## src/design/prio_irq_pkg.sv

```systemverilog
package prio_irq_pkg;

    localparam int          VEC_W          = 8;
    localparam int          PRIO_W         = 2;
    localparam int          PRIO_DEPTH     = 4;
    localparam int          NUM_EXT        = 2;

    localparam logic [7:0]  INT_BASE_RST   = 8'h00;
    localparam logic [7:0]  EXT_BASE_RST   = 8'h00;
    localparam logic [7:0]  PRIO_STACK_RST = 8'h00;

    // Restart trap low bytes that exist; others are not implemented
    localparam logic [7:0]  TRAP_10        = 8'h10;
    localparam logic [7:0]  TRAP_18        = 8'h18;
    localparam logic [7:0]  TRAP_20        = 8'h20;
    localparam logic [7:0]  TRAP_28        = 8'h28;
    localparam logic [7:0]  TRAP_38        = 8'h38;

    localparam logic [1:0]  PRIO_MAX       = 2'h3;

    // Instruction class codes presented by the decoder on i_op
    localparam logic [3:0]  OP_NONE        = 4'h0;
    localparam logic [3:0]  OP_PRIO_SET    = 4'h1;
    localparam logic [3:0]  OP_PRIO_REST   = 4'h2;
    localparam logic [3:0]  OP_PRIO_SAVE   = 4'h3;
    localparam logic [3:0]  OP_PRIO_LOAD   = 4'h4;
    localparam logic [3:0]  OP_RETI        = 4'h5;
    localparam logic [3:0]  OP_WR_INT_BASE = 4'h6;
    localparam logic [3:0]  OP_WR_EXT_BASE = 4'h7;
    localparam logic [3:0]  OP_RD_INT_BASE = 4'h8;
    localparam logic [3:0]  OP_RD_EXT_BASE = 4'h9;
    localparam logic [3:0]  OP_LD_SP       = 4'ha;
    localparam logic [3:0]  OP_PAGE_ACCESS = 4'hb;
    localparam logic [3:0]  OP_BIT_TEST_HL = 4'hc;
    localparam logic [3:0]  OP_TRAP        = 4'hd;

    typedef enum logic [3:0] {
        ST_IDLE  = 4'b0001,
        ST_PUSH  = 4'b0010,
        ST_JUMP  = 4'b0100,
        ST_RPOP  = 4'b1000
    } seq_state_t;

endpackage

```

## src/design/ext_req_edge.sv

```systemverilog
module ext_req_edge (
    input  wire logic i_clk,
    input  wire logic i_rst_b,
    input  wire logic i_pin,
    input  wire logic i_rising,
    input  wire logic i_clear,
    output logic      o_level,
    output logic      o_pending
);

    logic [2:0] sync;
    logic       prev;
    logic       stable;
    logic       edge_hit;

    // Level counts once stages two and three agree
    assign stable   = (sync[1] == sync[2]);
    assign edge_hit = stable && (sync[2] != prev) && (sync[2] == i_rising);

    always_ff @(posedge i_clk or negedge i_rst_b)
    begin
        if (!i_rst_b)
        begin
            sync      <= 3'h0;
            prev      <= 1'b0;
            o_pending <= 1'b0;
            o_level   <= 1'b0;
        end
        else
        begin
            sync <= {sync[1:0], i_pin};
            if (stable)
            begin
                prev    <= sync[2];
                o_level <= sync[2];
            end
            // Set wins over clear so no edge is lost
            o_pending <= edge_hit | (o_pending & ~i_clear);
        end
    end

endmodule

```

## src/design/prio_stack.sv

```systemverilog
module prio_stack (
    input  wire logic       i_clk,
    input  wire logic       i_rst_b,
    input  wire logic       i_push,
    input  wire logic [1:0] i_push_val,
    input  wire logic       i_rotate,
    input  wire logic       i_load,
    input  wire logic [7:0] i_load_val,
    output logic [7:0]      o_value
);

    logic [7:0] next_value;

    assign next_value = i_load   ? i_load_val :
                        i_push   ? {o_value[5:0], i_push_val} :
                        i_rotate ? {o_value[1:0], o_value[7:2]} :
                        o_value;

    always_ff @(posedge i_clk or negedge i_rst_b)
    begin
        if (!i_rst_b)
            o_value <= prio_irq_pkg::PRIO_STACK_RST;
        else
            o_value <= next_value;
    end

endmodule

```

## src/design/priority_interrupt_unit.sv

```systemverilog
// Summary of operation
// - Accept: push return address, then jump
// - Vector is base high byte, fixed low byte
// - Separate internal and external base registers
// - Traps at 10,18,20,28,38; 00,08,30 absent
// - Traps taken at any priority
// - Trap high byte from internal base
// - Page register untouched by interrupt entry
// - Accept when higher priority, at instruction end
// - Eight-bit priority register, four-deep stack
// - Accept shifts left, loads request priority, except at end of priority load or return
// - Priority-set shifts left, loads operand
// - Priority-restore rotates right two bits
// - Save/load priority; return reloads priority register from operand
// - Level gates lower or equal priorities
// - Two edge-sensitive external request inputs
// - External pin levels readable on port
// - After privileged instruction, defer acceptance
// - Stack pointer loads are privileged
// - Priority-set and restore are privileged
// - Page access and bit test privileged
module priority_interrupt_unit #(
    parameter int NUM_INT = 4
) (
    input  wire logic               i_clk,
    input  wire logic               i_rst_b,
    input  wire logic               i_instr_done,
    input  wire logic [3:0]         i_op,
    input  wire logic [7:0]         i_op_data,
    input  wire logic [NUM_INT-1:0] i_int_req,
    input  wire logic [2*NUM_INT-1:0] i_int_prio,
    input  wire logic [8*NUM_INT-1:0] i_int_low,
    input  wire logic [1:0]         i_ext_pin,
    input  wire logic [1:0]         i_ext_rising,
    input  wire logic [1:0]         i_ext_prio0,
    input  wire logic [1:0]         i_ext_prio1,
    input  wire logic [7:0]         i_ext_low0,
    input  wire logic [7:0]         i_ext_low1,
    input  wire logic [15:0]        i_return_addr,
    input  wire logic               i_mem_ack,
    output logic                    o_take,
    output logic                    o_push_req,
    output logic [15:0]             o_push_data,
    output logic                    o_jump,
    output logic [15:0]             o_jump_addr,
    output logic [NUM_INT-1:0]      o_int_ack,
    output logic [7:0]              o_rd_data,
    output logic [7:0]              o_prio_stack,
    output logic [1:0]              o_ext_level
);

    initial
    begin
        if (NUM_INT < 1 || NUM_INT > 16)
            $error("NUM_INT out of range");
    end

    logic [7:0]  internal_vector_base;
    logic [7:0]  external_vector_base;
    logic        defer;
    logic [15:0] vec_addr;
    logic [1:0]  vec_prio;
    logic        vec_ext;
    logic [1:0]  vec_ext_sel;
    logic [NUM_INT-1:0] vec_int_sel;
    prio_irq_pkg::seq_state_t state;
    prio_irq_pkg::seq_state_t next_state;

    logic [1:0]  ext_pend;
    logic [1:0]  ext_clear;
    logic [1:0]  cur_prio;

    // Privilege decoding
    logic        op_priv;
    logic        trap_ok;
    logic        trap_now;
    logic        best_valid;
    logic [1:0]  best_prio;
    logic [7:0]  best_low;
    logic        best_ext;
    logic [1:0]  best_ext_sel;
    logic [NUM_INT-1:0] best_int_sel;
    logic        accept;
    logic        push_prio;
    logic [1:0]  push_val;
    logic        rot_prio;
    logic        load_prio;

    function automatic logic is_trap_code(input logic [7:0] code);
        is_trap_code = (code == prio_irq_pkg::TRAP_10) || (code == prio_irq_pkg::TRAP_18) ||
                       (code == prio_irq_pkg::TRAP_20) || (code == prio_irq_pkg::TRAP_28) ||
                       (code == prio_irq_pkg::TRAP_38);
    endfunction

    assign cur_prio = o_prio_stack[1:0];

    assign op_priv = (i_op == prio_irq_pkg::OP_LD_SP)       ||
                     (i_op == prio_irq_pkg::OP_PRIO_SET)    ||
                     (i_op == prio_irq_pkg::OP_PRIO_REST)   ||
                     (i_op == prio_irq_pkg::OP_PAGE_ACCESS) ||
                     (i_op == prio_irq_pkg::OP_BIT_TEST_HL);

    // Codes 00, 08, 30 and any other byte do nothing
    assign trap_ok  = is_trap_code(i_op_data);
    assign trap_now = i_instr_done && (i_op == prio_irq_pkg::OP_TRAP) && trap_ok
                      && (state == prio_irq_pkg::ST_IDLE);

    // Highest-priority pending source; external lines first on ties
    always_comb
    begin
        best_valid   = 1'b0;
        best_prio    = 2'h0;
        best_low     = 8'h00;
        best_ext     = 1'b0;
        best_ext_sel = 2'h0;
        best_int_sel = '0;
        for (int k = 0; k < NUM_INT; k++)
        begin
            if (i_int_req[k] && (i_int_prio[2*k +: 2] > best_prio))
            begin
                best_valid   = 1'b1;
                best_prio    = i_int_prio[2*k +: 2];
                best_low     = i_int_low[8*k +: 8];
                best_int_sel = NUM_INT'(1) << k;
            end
        end
        if (ext_pend[1] && (i_ext_prio1 >= best_prio) && (i_ext_prio1 != 2'h0))
        begin
            best_valid   = 1'b1;
            best_prio    = i_ext_prio1;
            best_low     = i_ext_low1;
            best_ext     = 1'b1;
            best_ext_sel = 2'h2;
            best_int_sel = '0;
        end
        if (ext_pend[0] && (i_ext_prio0 >= best_prio) && (i_ext_prio0 != 2'h0))
        begin
            best_valid   = 1'b1;
            best_prio    = i_ext_prio0;
            best_low     = i_ext_low0;
            best_ext     = 1'b1;
            best_ext_sel = 2'h1;
            best_int_sel = '0;
        end
    end

    // Strictly greater than current level, at end of unprivileged instruction
    assign accept = i_instr_done && !defer && !op_priv && best_valid
                    && (best_prio > cur_prio) && !trap_now
                    && (i_op != prio_irq_pkg::OP_TRAP)
                    && (state == prio_irq_pkg::ST_IDLE);

    assign o_take = accept | trap_now;

    assign push_prio = accept ||
                       (i_instr_done && (i_op == prio_irq_pkg::OP_PRIO_SET));
    assign push_val  = accept ? best_prio : i_op_data[1:0];
    assign rot_prio  = i_instr_done && (i_op == prio_irq_pkg::OP_PRIO_REST);
    assign load_prio = i_instr_done && ((i_op == prio_irq_pkg::OP_PRIO_LOAD) ||
                       (i_op == prio_irq_pkg::OP_RETI));

    prio_stack u_prio_stack (
        .i_clk      (i_clk),
        .i_rst_b    (i_rst_b),
        .i_push     (push_prio),
        .i_push_val (push_val),
        .i_rotate   (rot_prio),
        .i_load     (load_prio),
        .i_load_val (i_op_data),
        .o_value    (o_prio_stack)
    );

    assign ext_clear = (accept && best_ext) ? best_ext_sel : 2'h0;

    genvar g;
    generate
        for (g = 0; g < 2; g++)
        begin : g_ext
            ext_req_edge u_edge (
                .i_clk     (i_clk),
                .i_rst_b   (i_rst_b),
                .i_pin     (i_ext_pin[g]),
                .i_rising  (i_ext_rising[g]),
                .i_clear   (ext_clear[g]),
                .o_level   (o_ext_level[g]),
                .o_pending (ext_pend[g])
            );
        end
    endgenerate

    // Entry sequence: push return address, wait ack, then jump
    always_comb
    begin
        next_state = state;
        unique case (state)
            prio_irq_pkg::ST_IDLE:
                if (o_take)
                    next_state = prio_irq_pkg::ST_PUSH;
            prio_irq_pkg::ST_PUSH:
                if (i_mem_ack)
                    next_state = prio_irq_pkg::ST_JUMP;
            prio_irq_pkg::ST_JUMP:
                next_state = prio_irq_pkg::ST_IDLE;
            prio_irq_pkg::ST_RPOP:
                next_state = prio_irq_pkg::ST_IDLE;
        endcase
    end

    assign o_push_req = (state == prio_irq_pkg::ST_PUSH);
    assign o_jump     = (state == prio_irq_pkg::ST_JUMP);

    always_ff @(posedge i_clk or negedge i_rst_b)
    begin
        if (!i_rst_b)
        begin
            state                <= prio_irq_pkg::ST_IDLE;
            internal_vector_base <= prio_irq_pkg::INT_BASE_RST;
            external_vector_base <= prio_irq_pkg::EXT_BASE_RST;
            defer                <= 1'b0;
            vec_addr             <= 16'h0000;
            vec_prio             <= 2'h0;
            vec_ext              <= 1'b0;
            vec_ext_sel          <= 2'h0;
            vec_int_sel          <= '0;
            o_push_data          <= 16'h0000;
            o_jump_addr          <= 16'h0000;
            o_int_ack            <= '0;
            o_rd_data            <= 8'h00;
        end
        else
        begin
            state     <= next_state;
            o_int_ack <= '0;
            if (i_instr_done)
                defer <= op_priv;
            if (i_instr_done && i_op == prio_irq_pkg::OP_WR_INT_BASE)
                internal_vector_base <= i_op_data;
            if (i_instr_done && i_op == prio_irq_pkg::OP_WR_EXT_BASE)
                external_vector_base <= i_op_data;
            if (i_op == prio_irq_pkg::OP_RD_INT_BASE)
                o_rd_data <= internal_vector_base;
            else if (i_op == prio_irq_pkg::OP_RD_EXT_BASE)
                o_rd_data <= external_vector_base;
            else if (i_op == prio_irq_pkg::OP_PRIO_SAVE)
                o_rd_data <= o_prio_stack;
            if (trap_now)
            begin
                vec_addr <= {internal_vector_base, i_op_data};
                vec_ext  <= 1'b0;
            end
            else if (accept)
            begin
                vec_addr    <= {best_ext ? external_vector_base
                                         : internal_vector_base, best_low};
                vec_prio    <= best_prio;
                vec_ext     <= best_ext;
                vec_ext_sel <= best_ext_sel;
                vec_int_sel <= best_int_sel;
                o_int_ack   <= best_int_sel;
            end
            if (o_take)
                o_push_data <= i_return_addr;
            // Page register is not an input or output here, so entry leaves it
            if (state == prio_irq_pkg::ST_PUSH && i_mem_ack)
                o_jump_addr <= vec_addr;
        end
    end

endmodule

```

## config.mk

```make
export PLATFORM = sky130hd
export DESIGN_NAME = priority_interrupt_unit
export DESIGN_NICKNAME = d
export VERILOG_FILES = /design/src/design/prio_irq_pkg.sv /design/src/design/ext_req_edge.sv /design/src/design/prio_stack.sv /design/src/design/priority_interrupt_unit.sv
export SDC_FILE = /design/constraint.sdc
export NUM_CORES = 1
export LEC_CHECK = 0
export BUFFER_PORTS_ARGS = -buffer_cell sky130_fd_sc_hd__buf_2
export CORE_MARGIN = 2
export CORE_UTILIZATION = 30
export DETAILED_ROUTE_END_ITERATION = 16
export PLACE_DENSITY_LB_ADDON = 0.25
export SYNTH_ARGS = -nofsm -noshare
export SYNTH_HDL_FRONTEND = slang
export SYNTH_SLANG_ARGS = --single-unit
```

## constraint.sdc

```tcl
create_clock -name i_clk -period 10.5 [get_ports i_clk]
set_input_delay 1.575 -clock i_clk [delete_from_list [all_inputs] [get_ports i_clk]]
set_output_delay 1.575 -clock i_clk [all_outputs]
set_load 0.03 [all_outputs]
```

Yosys cells after proc, flatten, opt, wreduce, memory -nomap -nowiden
Cells that the tools add are included.
- output and inout port bits: 57
- bits in registers: 99
- logic and storage cells: 154
- muxes and demuxes: 44
- reductions and logical operators: 49
- bitwise operators: 7
- equal/unequal tests: 31
- magnitude comparators: 7
- operators by type and width (operator ; number):
    $mux W8 ; 13
    $mux W4 ; 9
    $mux W16 ; 2
    $logic_and A1 B1 Y1 ; 29
    $eq A4 B4 Y1 const B ; 7
    $eq A8 B6 Y1 const B ; 3
    $eq A4 B3 Y1 const B ; 5
    $mux W2 ; 10
    $eq A8 B5 Y1 const B ; 2
    $eq A4 B2 Y1 const B ; 3
    $pmux W4 S3 ; 1
    $logic_or A1 B1 Y1 ; 10
    $mux W1 ; 9
    $eq A4 B1 Y1 const B ; 2
    $gt A2 B2 Y1 ; 4
    $reduce_bool A2 Y1 ; 3
    $reduce_bool A3 Y1 ; 2
    $eq A1 B1 Y1 ; 4
    $ge A2 B2 Y1 ; 2
    $ne A2 B2 Y1 const B ; 2
    $ne A4 B4 Y1 const B ; 1
    $logic_not A1 Y1 ; 3
    $or A1 B1 Y1 ; 3
    $and A1 B1 Y1 ; 2
    5 further kinds ; 7

Longest topological paths before layout
Gate-level depths: netlist of the first run.
- word-level depth: 30
- mapped depth: 43
- gate-level depth less buffers: 41

Modules after synthesis
Synthesis of the first run repeated with hierarchy kept, for this count alone.
- cells, all modules: 471
- area, all modules: 5208.7 sq um
- by module, submodules not included (module ; sequential area each (sq um) ; cells an instance ; instances ; area an instance (sq um)):
    priority_interrupt_unit ; 2003.2 ; 407 ; 1 ; 4423.0
    prio_stack ; 200.2 ; 44 ; 1 ; 455.4
    ext_req_edge ; 125.1 ; 10 ; 2 ; 165.2

Worst setup path before layout of the first run
Ideal clock, no wire load.
- kind: in2out
- start point: input i_int_req[0]
- end point: output o_take
- path slack: 0.465 ns
- cell stages on the path: 38
- arrival time: 8.460 ns
- cell sequence: and2_1 > inv_1 > ha_1 > nor2b_4 > o21ai_2 > o21ai_0 > ha_1 > o21ai_0 > mux2i_1 > o22a_1 > buf_6 > mux2_4 > ha_1 > nor2_1 > o211ai_1 > o21a_1 > mux2_4 > ha_1 > [2 not listed] > o211ai_1 > a31oi_1 > nand2b_1 > mux2_2 > ha_1 > nand2b_1 > a21oi_1 > nor2_1 > nand2_1 > o21ai_0 > o21ba_1 > nor2_1 > ha_1 > a21oi_1 > nand3_1 > nor3_1 > nand2_1 > nand2_1
- longest elaborated chain between the ends: 25
- elaborated cells between the ends (all ways): 32
- RTL lines (element ; RTL line ; source):
    from (decl) ; priority_interrupt_unit.sv:30 ; input wire logic [NUM_INT-1:0] i_int_req,
    $logic_and A1 B1 Y1 * ; priority_interrupt_unit.sv:119 ; if (i_int_req[k] && (i_int_prio[2*k +: 2] > best_prio))
    $mux W2 ; priority_interrupt_unit.sv:119 ;
    $gt A2 B2 Y1 ; priority_interrupt_unit.sv:119 ;
    $logic_and A1 B1 Y1 ; priority_interrupt_unit.sv:119 ;
    $mux W2 ; priority_interrupt_unit.sv:119 ;
    $gt A2 B2 Y1 ; priority_interrupt_unit.sv:119 ;
    $logic_and A1 B1 Y1 ; priority_interrupt_unit.sv:119 ;
    $mux W2 ; priority_interrupt_unit.sv:119 ;
    [7 not listed] ; n/a ;
    $ge A2 B2 Y1 ; priority_interrupt_unit.sv:136 ; if (ext_pend[0] && (i_ext_prio0 >= best_prio) && (i_ext_prio0 != 2'h0))
    $logic_and A1 B1 Y1 (2 in a row) ; priority_interrupt_unit.sv:136 ;
    $mux W2 / $mux W1 (equally long branches) ; priority_interrupt_unit.sv:136 ;
    $gt A2 B2 Y1 / $logic_and A1 B1 Y1 (equally long branches) ; priority_interrupt_unit.sv:149, priority_interrupt_unit.sv:148 ;
    $logic_and A1 B1 Y1 * (2 in a row) ; priority_interrupt_unit.sv:149 ; && (best_prio > cur_prio) && !trap_now
    $logic_and A1 B1 Y1 * ; priority_interrupt_unit.sv:150 ; && (i_op != prio_irq_pkg::OP_TRAP)
    $logic_and A1 B1 Y1 * ; priority_interrupt_unit.sv:151 ; && (state == prio_irq_pkg::ST_IDLE);
    $or A1 B1 Y1 * ; priority_interrupt_unit.sv:153 ; assign o_take = accept | trap_now;
    to (decl) ; priority_interrupt_unit.sv:41 ; output logic o_take,
Every way passes the cells marked *; elsewhere a longest branch is shown, timed or not.

Worst setup path after layout of the first run
Same ends and word-level chain as after synthesis.

==> results of run 1 <==
## cells by family after synthesis
kind of cell               Yosys count  synth area share (%)
buffers and inverters               38                  3.25
xor gates and xnor gates             2                 0.333
and+or+nand+nor                    166                  15.8
AOI/OAI and AO/OA                  123                  16.2
DFF                                 98                  46.6
muxes                               73                  15.3
adders and majority gates           11                  2.52
## final cells by class
class / count / area, um^2
Clock buffer: 11 / 243
Fill cell: 1781 / 10500
Tap cell: 225 / 282
Inverter: 15 / 56.3
Clock inverter: 4 / 76.3
Timing Repair Buffer: 169 / 887
Multi-Input combinational cell: 375 / 2710
Sequential cell: 98 / 2450
## worst register-to-register path: stages (launching register included)
cell	delay [ps]
dfrtp_1	480
nand2b_4	110
mux2_2	330
ha_1	270
nand2b_1	150
a21oi_2	180
nor2_1	80
nand2_1	70
o21ai_0	70
o21ba_1	240
nor2_1	50
ha_1	280
a21oi_1	160
nor4b_2	560
o31ai_4	360
a2111oi_0	800
a21oi_1	70
## timing repair
action / CTS / global route
hold endpoints to repair: 0 / 0
gates resized for setup: 1 / 18
endpoints found under the setup margin: 1 / 1
setup buffers: 0 / 6
pin swaps: 0 / 5
## final timing paths
kind | startpoint | endpoint | slack, ps | depth (start not counted)
max in group asynchronous | i_rst_b | o_push_data[5] | 8170 | 2
setup reg to reg | g_ext[1].u_edge.o_pending | vec_addr[3] | 6090 | 16
hold / removal | g_ext[1].u_edge.sync[0] | g_ext[1].u_edge.sync[1] | 360 | 0
setup / recovery | i_int_req[0] | o_take | 460 | 40
hold reg to reg | g_ext[1].u_edge.sync[0] | g_ext[1].u_edge.sync[1] | 360 | 0
min in group asynchronous | i_rst_b | o_rd_data[3] | 1220 | 1
## state kept, by name, indices dropped and copies added, names as in the netlist, 4 cells and up
| name | flops |
|---|---|
| o_int_ack | 4 |
| u_prio_stack.o_value | 8 |
| o_jump_addr | 16 |
| vec_addr | 16 |
| external_vector_base | 8 |
| o_push_data | 16 |
| o_rd_data | 8 |
| g_ext.u_edge.sync | 6 |
| internal_vector_base | 8 |
## cell usage after synthesis, types with 3 or more instances
master	instances	area share [%]
o211ai_1	4	0.57
a21boi_0	3	0.43
o22ai_1	10	1.2
and2_1	4	0.47
ha_1	9	2.1
o21ai_1	4	0.38
nand3b_1	3	0.43
a221o_1	7	1.3
a31oi_1	3	0.36
buf_2	5	0.47
nor2_1	42	3.0
nor3_1	10	0.95
inv_1	15	1.1
o32ai_1	4	0.66
or3_1	6	0.71
a21oi_1	22	2.1
o21ai_0	31	2.9
mux2i_1	21	4.0
mux2_2	49	10
dfrtp_1	97	46
clkbuf_1	11	0.78
mux2_4	3	0.85
nor4b_1	3	0.50
nand3_1	19	1.8
nand2b_1	10	1.2
a211oi_1	4	0.57
nand2_1	47	3.3
a311oi_1	6	1.0
nor2b_1	4	0.47
buf_1	3	0.21
## through the flow
stage	setup slack [ps]	util, %	hold WS [ps]	instances
6_report	461	38.9	361	897
4_1_cts	79.7	38.2	364	891
3_5_place_dp	-3.68	36.4	352	876
2_1_floorplan	465	-	331	511
3_3_place_gp	262	36.4	337	876
5_1_grt	2.52	38.9	363	897
## power groups by stage
stage	Clock [W]	Sequential (W)	Combinational (W)
finish	0.000358	0.000567	0.000563
detailed placement	0	0.000575	0.000560
CTS	0.000373	0.000568	0.000561
global placement	0	0.000571	0.000551
global route	0.000389	0.000583	0.000612
floorplan	0	0.000701	0.000252
## per-layer routing
| layer | wire, um | global-route usage [%] | vias up |
|---|---|---|---|
| met5 | 0 | 0 | - |
| met2 | 7060 | 26.3 | 141 |
| met3 | 1080 | 5.00 | 27 |
| li1 | - | - | 2185 |
| met4 | 280 | 4.80 | 0 |
| met1 | 6660 | 21.3 | 2192 |
==> flow_summary.ini, run 1 <==
[detailed_routing]
via_per_inst = 5.07
routed_wl_um = 15100
drc = 0
wl_per_cell_um = 16.8
vias = 4545
drt_iter0_drc = 171
antenna_left = 0
drtPass1Iterations = 4

[placement]
io_buffers = 156
place_congestion = 0.843
placed_area_um2 = 6270
dp_hpwl_um = 11600

[cts]
cts_buffers = 9
htreeDepth = 3
clockRootBuffer = clkbuf_16
clk_pin_slew_ps = 70
cts.sinks = 98
insertion_delay_ps = 350
holdBufCountCts = 0
cts_tree = built
clockBufferDepth = 2

[floorplanning]
start_util_pct = 30.6
dieHeight_um = 137
dieArea_um2 = 18600
io_pins = 157
rows = 48
die_x_um = 137
core_um2 = 17200

[setup_path]
worst_setup_path_start_kind = input pin
path_delay_family = compound AO/OA/AOI/OAI gates
crit_arrival_ps = 8460
crit_required_ps = 8930
cp_max_fo = 4
crit_path_end_kind = output pin
path_buf_inv = 3
crit_type = in2out
cpPeakStageDelay_ps = 330
worst_path_max_delay_cell = mux2_4

[sta]
period_share_pct = 95.6
rsz0062_at_grt = false
max_freq_ghz = 0.0996
fin_setup_tns_ps = 0
slew_viol_final = 0
setup_viol = 0
slew_headroom_pct = 29.8
hold_viol_final = 0
tightest_slew_ps = 1050
fin_crit_ps = 10040
fin_skew_ps = 6.45

[final_layout]
final_common_cell = buf_2
final_net_count = 777
final_cell_mix = 154 x buf_2, 97 x dfrtp_1, 49 x mux2_2
drive_gt1_share_pct = 38.8
final_cell_area_um2 = 6710
syn_to_final_growth_pct = 27.3
diodes = 0

[yosys]
syn_inst = 511
synth_cell_types = 69
ys_ff_latch = 98
syn_area_um2 = 5270
async_reset_ff_share_pct = 100
ys_seq_area_share_pct = 46.6
synth_nets = 620
synthFlopType = dfrtp_1
synth_edf_count = 0
synth_area_per_cell_um2 = 10.3
yosys_warnings = 0

[hold_path]
hold_class = reg2reg

[global_route]
grt_max_degree = 55
grt.overflow.total = 0
antenna_found_initial = 0
grt_pass1_vias = 4497
grtUsageTotal_pct = 16.4
grt_pass1_wl_um = 23400

[pwr]
total_power_w = 0.00149
power.density_nw_per_um2 = 222
netSwitchingFraction_pct = 37.5
worst_ir_drop_vdd_mv = 0.115
p_seq_share_pct = 38.1
switchingPower_w = 0.000558
p_int_w = 0.000930
pwr-share-clk_pct = 24.1
p_comb_share_pct = 37.9
p_leak_nw = 3.21

[outcome]
status = finished, final reports clean

[flow_run]
cap_viol_max_count = 0
Power figures use the tool's default switching activity.
==> run 2: changes to the inputs <==
--- a/config.mk
+++ b/config.mk
@@ -5,10 +5,10 @@
 export SDC_FILE = /design/constraint.sdc
 export NUM_CORES = 1
 export LEC_CHECK = 0
-export BUFFER_PORTS_ARGS = -buffer_cell sky130_fd_sc_hd__buf_2
 export CORE_MARGIN = 2
 export CORE_UTILIZATION = 30
 export DETAILED_ROUTE_END_ITERATION = 16
+export DONT_BUFFER_PORTS = 1
 export PLACE_DENSITY_LB_ADDON = 0.25
 export SYNTH_ARGS = -nofsm -noshare
 export SYNTH_HDL_FRONTEND = slang
==> constraint.sdc (replaced) <==
create_clock -name i_clk -period 10.5 [get_ports i_clk]
set_input_delay 1.575 -clock i_clk [delete_from_list [all_inputs] [get_ports i_clk]]
set_output_delay 1.575 -clock i_clk [all_outputs]
set_load 0.05 [all_outputs]
==> run 2 against run 1 <==
Net effect: flip-flop and latch count unchanged; register-to-register slack better by 20 ps; design area decreased by 12%; die area is the same; wire length down 4.3%; non-clock buffer count down 156; clock skew rose by 1.3 ps; critical path type unchanged; critical path depth fell by 1.
==> flow_summary.ini, run 2 (synthesis gave the netlist of run 1 again) <==
[setup_path]
cpPeakStageDelay_ps = 330
crit_arrival_ps = 8690
crit_type = in2out
cp_max_fo = 4
crit_path_frequent_cell = ha_1
r2r_start = g_ext[1].u_edge.o_pending
r2r_setup_slack_ps = 6110
crit_path_end_kind = output pin
timing.rr.end = vec_addr[3]
worst_setup_path_start_kind = input pin
worst_path_max_delay_cell = mux2_4
crit_required_ps = 8930
rr_worst_depth = 16

[hold_path]
min_to = g_ext[0].u_edge.sync[1]
whs_path_depth = 0
hold_start = g_ext[0].u_edge.sync[0]
hold_class = reg2reg

[floorplanning]
rows = 48
core_um2 = 17200
die_x_um = 137
start_util_pct = 30.6
dieArea_um2 = 18600
io_pins = 157
dieHeight_um = 137

[detailed_routing]
wl_per_cell_um = 19.4
antenna_left = 0
routed_wl_um = 14400
via_per_inst = 5.35
vias = 3967
drc = 0
drt_iter0_drc = 148
drtPass1Iterations = 4

[pwr]
worst_ir_drop_vdd_mv = 0.0982
p_leak_nw = 2.55
power.density_nw_per_um2 = 255

[global_route]
grt_pass1_wl_um = 22000
grt_max_degree = 99
grtUsageTotal_pct = 15.5
grt.overflow.total = 0
grt_pass1_vias = 4080
antenna_found_initial = 0

[cts]
cts_tree = built
cts_buffers = 9
cts.sinks = 98
clk_pin_slew_ps = 70
clockRootBuffer = clkbuf_16
holdBufCountCts = 0
clockBufferDepth = 2
htreeDepth = 3
insertion_delay_ps = 350

[sta]
fin_crit_ps = 10270
hold_viol_final = 0
period_share_pct = 97.8
fin_skew_ps = 7.79
slew_headroom_pct = 22.8
postLayoutSetupSlackWorst_ps = 230
slew_viol_final = 0
fin_setup_tns_ps = 0
setup_viol = 0
max_freq_ghz = 0.0974
tightest_slew_ps = 1150

[final_layout]
final_common_cell = dfrtp_1
final_net_count = 621
drive_gt1_share_pct = 20.1
fillers = 1742
final_cell_area_um2 = 5910
top_regs = o_jump_addr x16, o_push_data x16, vec_addr x16
syn_to_final_growth_pct = 12.2
final_cell_mix = 97 x dfrtp_1, 49 x mux2_2, 45 x nand2_1
diodes = 0

[placement]
placed_area_um2 = 5500
post-place-ws_ps = 51.3
io_buffers = 0
dp_hpwl_um = 10900
place_congestion = 0.810

[outcome]
status = finished, final reports clean

[flow_run]
cap_viol_max_count = 0
[run 2: cell types whose count changed in the layout (fill, tap and decap cells not counted), sizes merged]
cell	change
buf	-156
clkinvlp	+1
inv	+1
clkbuf	-1
[run 2: per-stage QoR]
stage / utilization, % / std cells / total power, W / hold WS (ps)
finish: 34.3 / 742 / 0.00151 / 356
global route: 34.3 / 742 / 0.00159 / 369
CTS: 33.8 / 735 / 0.00152 / 358
detailed placement: 31.9 / 719 / 0.00115 / 339
global placement: 31.9 / 719 / 0.00114 / 339
floorplan: - / 511 / 0.00106 / 331
[run 2: final cells by class]
| type | count | area, um^2 | share of cell area, % |
|---|---|---|---|
| Multi-Input combinational cell | 375 | 2680 | 45.4 |
| Sequential cell | 98 | 2450 | 41.5 |
| Tap cell | 225 | 282 | 4.76 |
| Clock buffer | 10 | 239 | 4.04 |
| Timing Repair Buffer | 13 | 110 | 1.86 |
| Clock inverter | 6 | 88.8 | 1.50 |
| Inverter | 15 | 56.3 | 0.952 |
[run 2: how the worst max path moves through the flow]
stage | start | to | slack, ps | cells past startpoint
2_1_floorplan | i_int_req[0] | o_take | 340 | 38
3_3_place_gp | i_int_req[0] | o_take | 340 | 38
3_5_place_dp | i_int_req[0] | o_take | 50 | 38
4_1_cts | i_int_req[0] | o_take | 20 | 38
5_1_grt | i_int_req[0] | o_take | -140 | 39
6_report | i_int_req[0] | o_take | 230 | 39
[run 2: where the power goes]
| group | switching, W | internal, W | total, W |
|---|---|---|---|
| logic | 0.000154 | 0.000155 | 0.000309 |
| clock network | 0.000150 | 0.000216 | 0.000366 |
| registers | 0.000340 | 0.000492 | 0.000832 |
[run 2: what timing repair did]
item                                    4_1_cts  5_1_grt
resized for setup                             0        9
buffers inserted                              0        7
endpoints found under the setup margin        0        1
[run 2: critical path, delay by kind of cell]
family          cells  cell delay, ps
mux                 4            1270
fa+ha+maj           6            1720
simple gates       14            1680
compound gates     13            2180
buf+inv             2             240
[run 2: per-layer routing]
| layer | global-route usage, % | vias up | part of all wire [%] | wire (um) |
|---|---|---|---|---|
| met5 | 0 | - | 0 | 0 |
| met4 | 3.82 | 0 | 0.92 | 133 |
| met3 | 5.41 | 10 | 8.5 | 1220 |
| met2 | 25.9 | 127 | 49 | 7050 |
| met1 | 19.1 | 1951 | 42 | 6020 |
| li1 | - | 1879 | - | - |
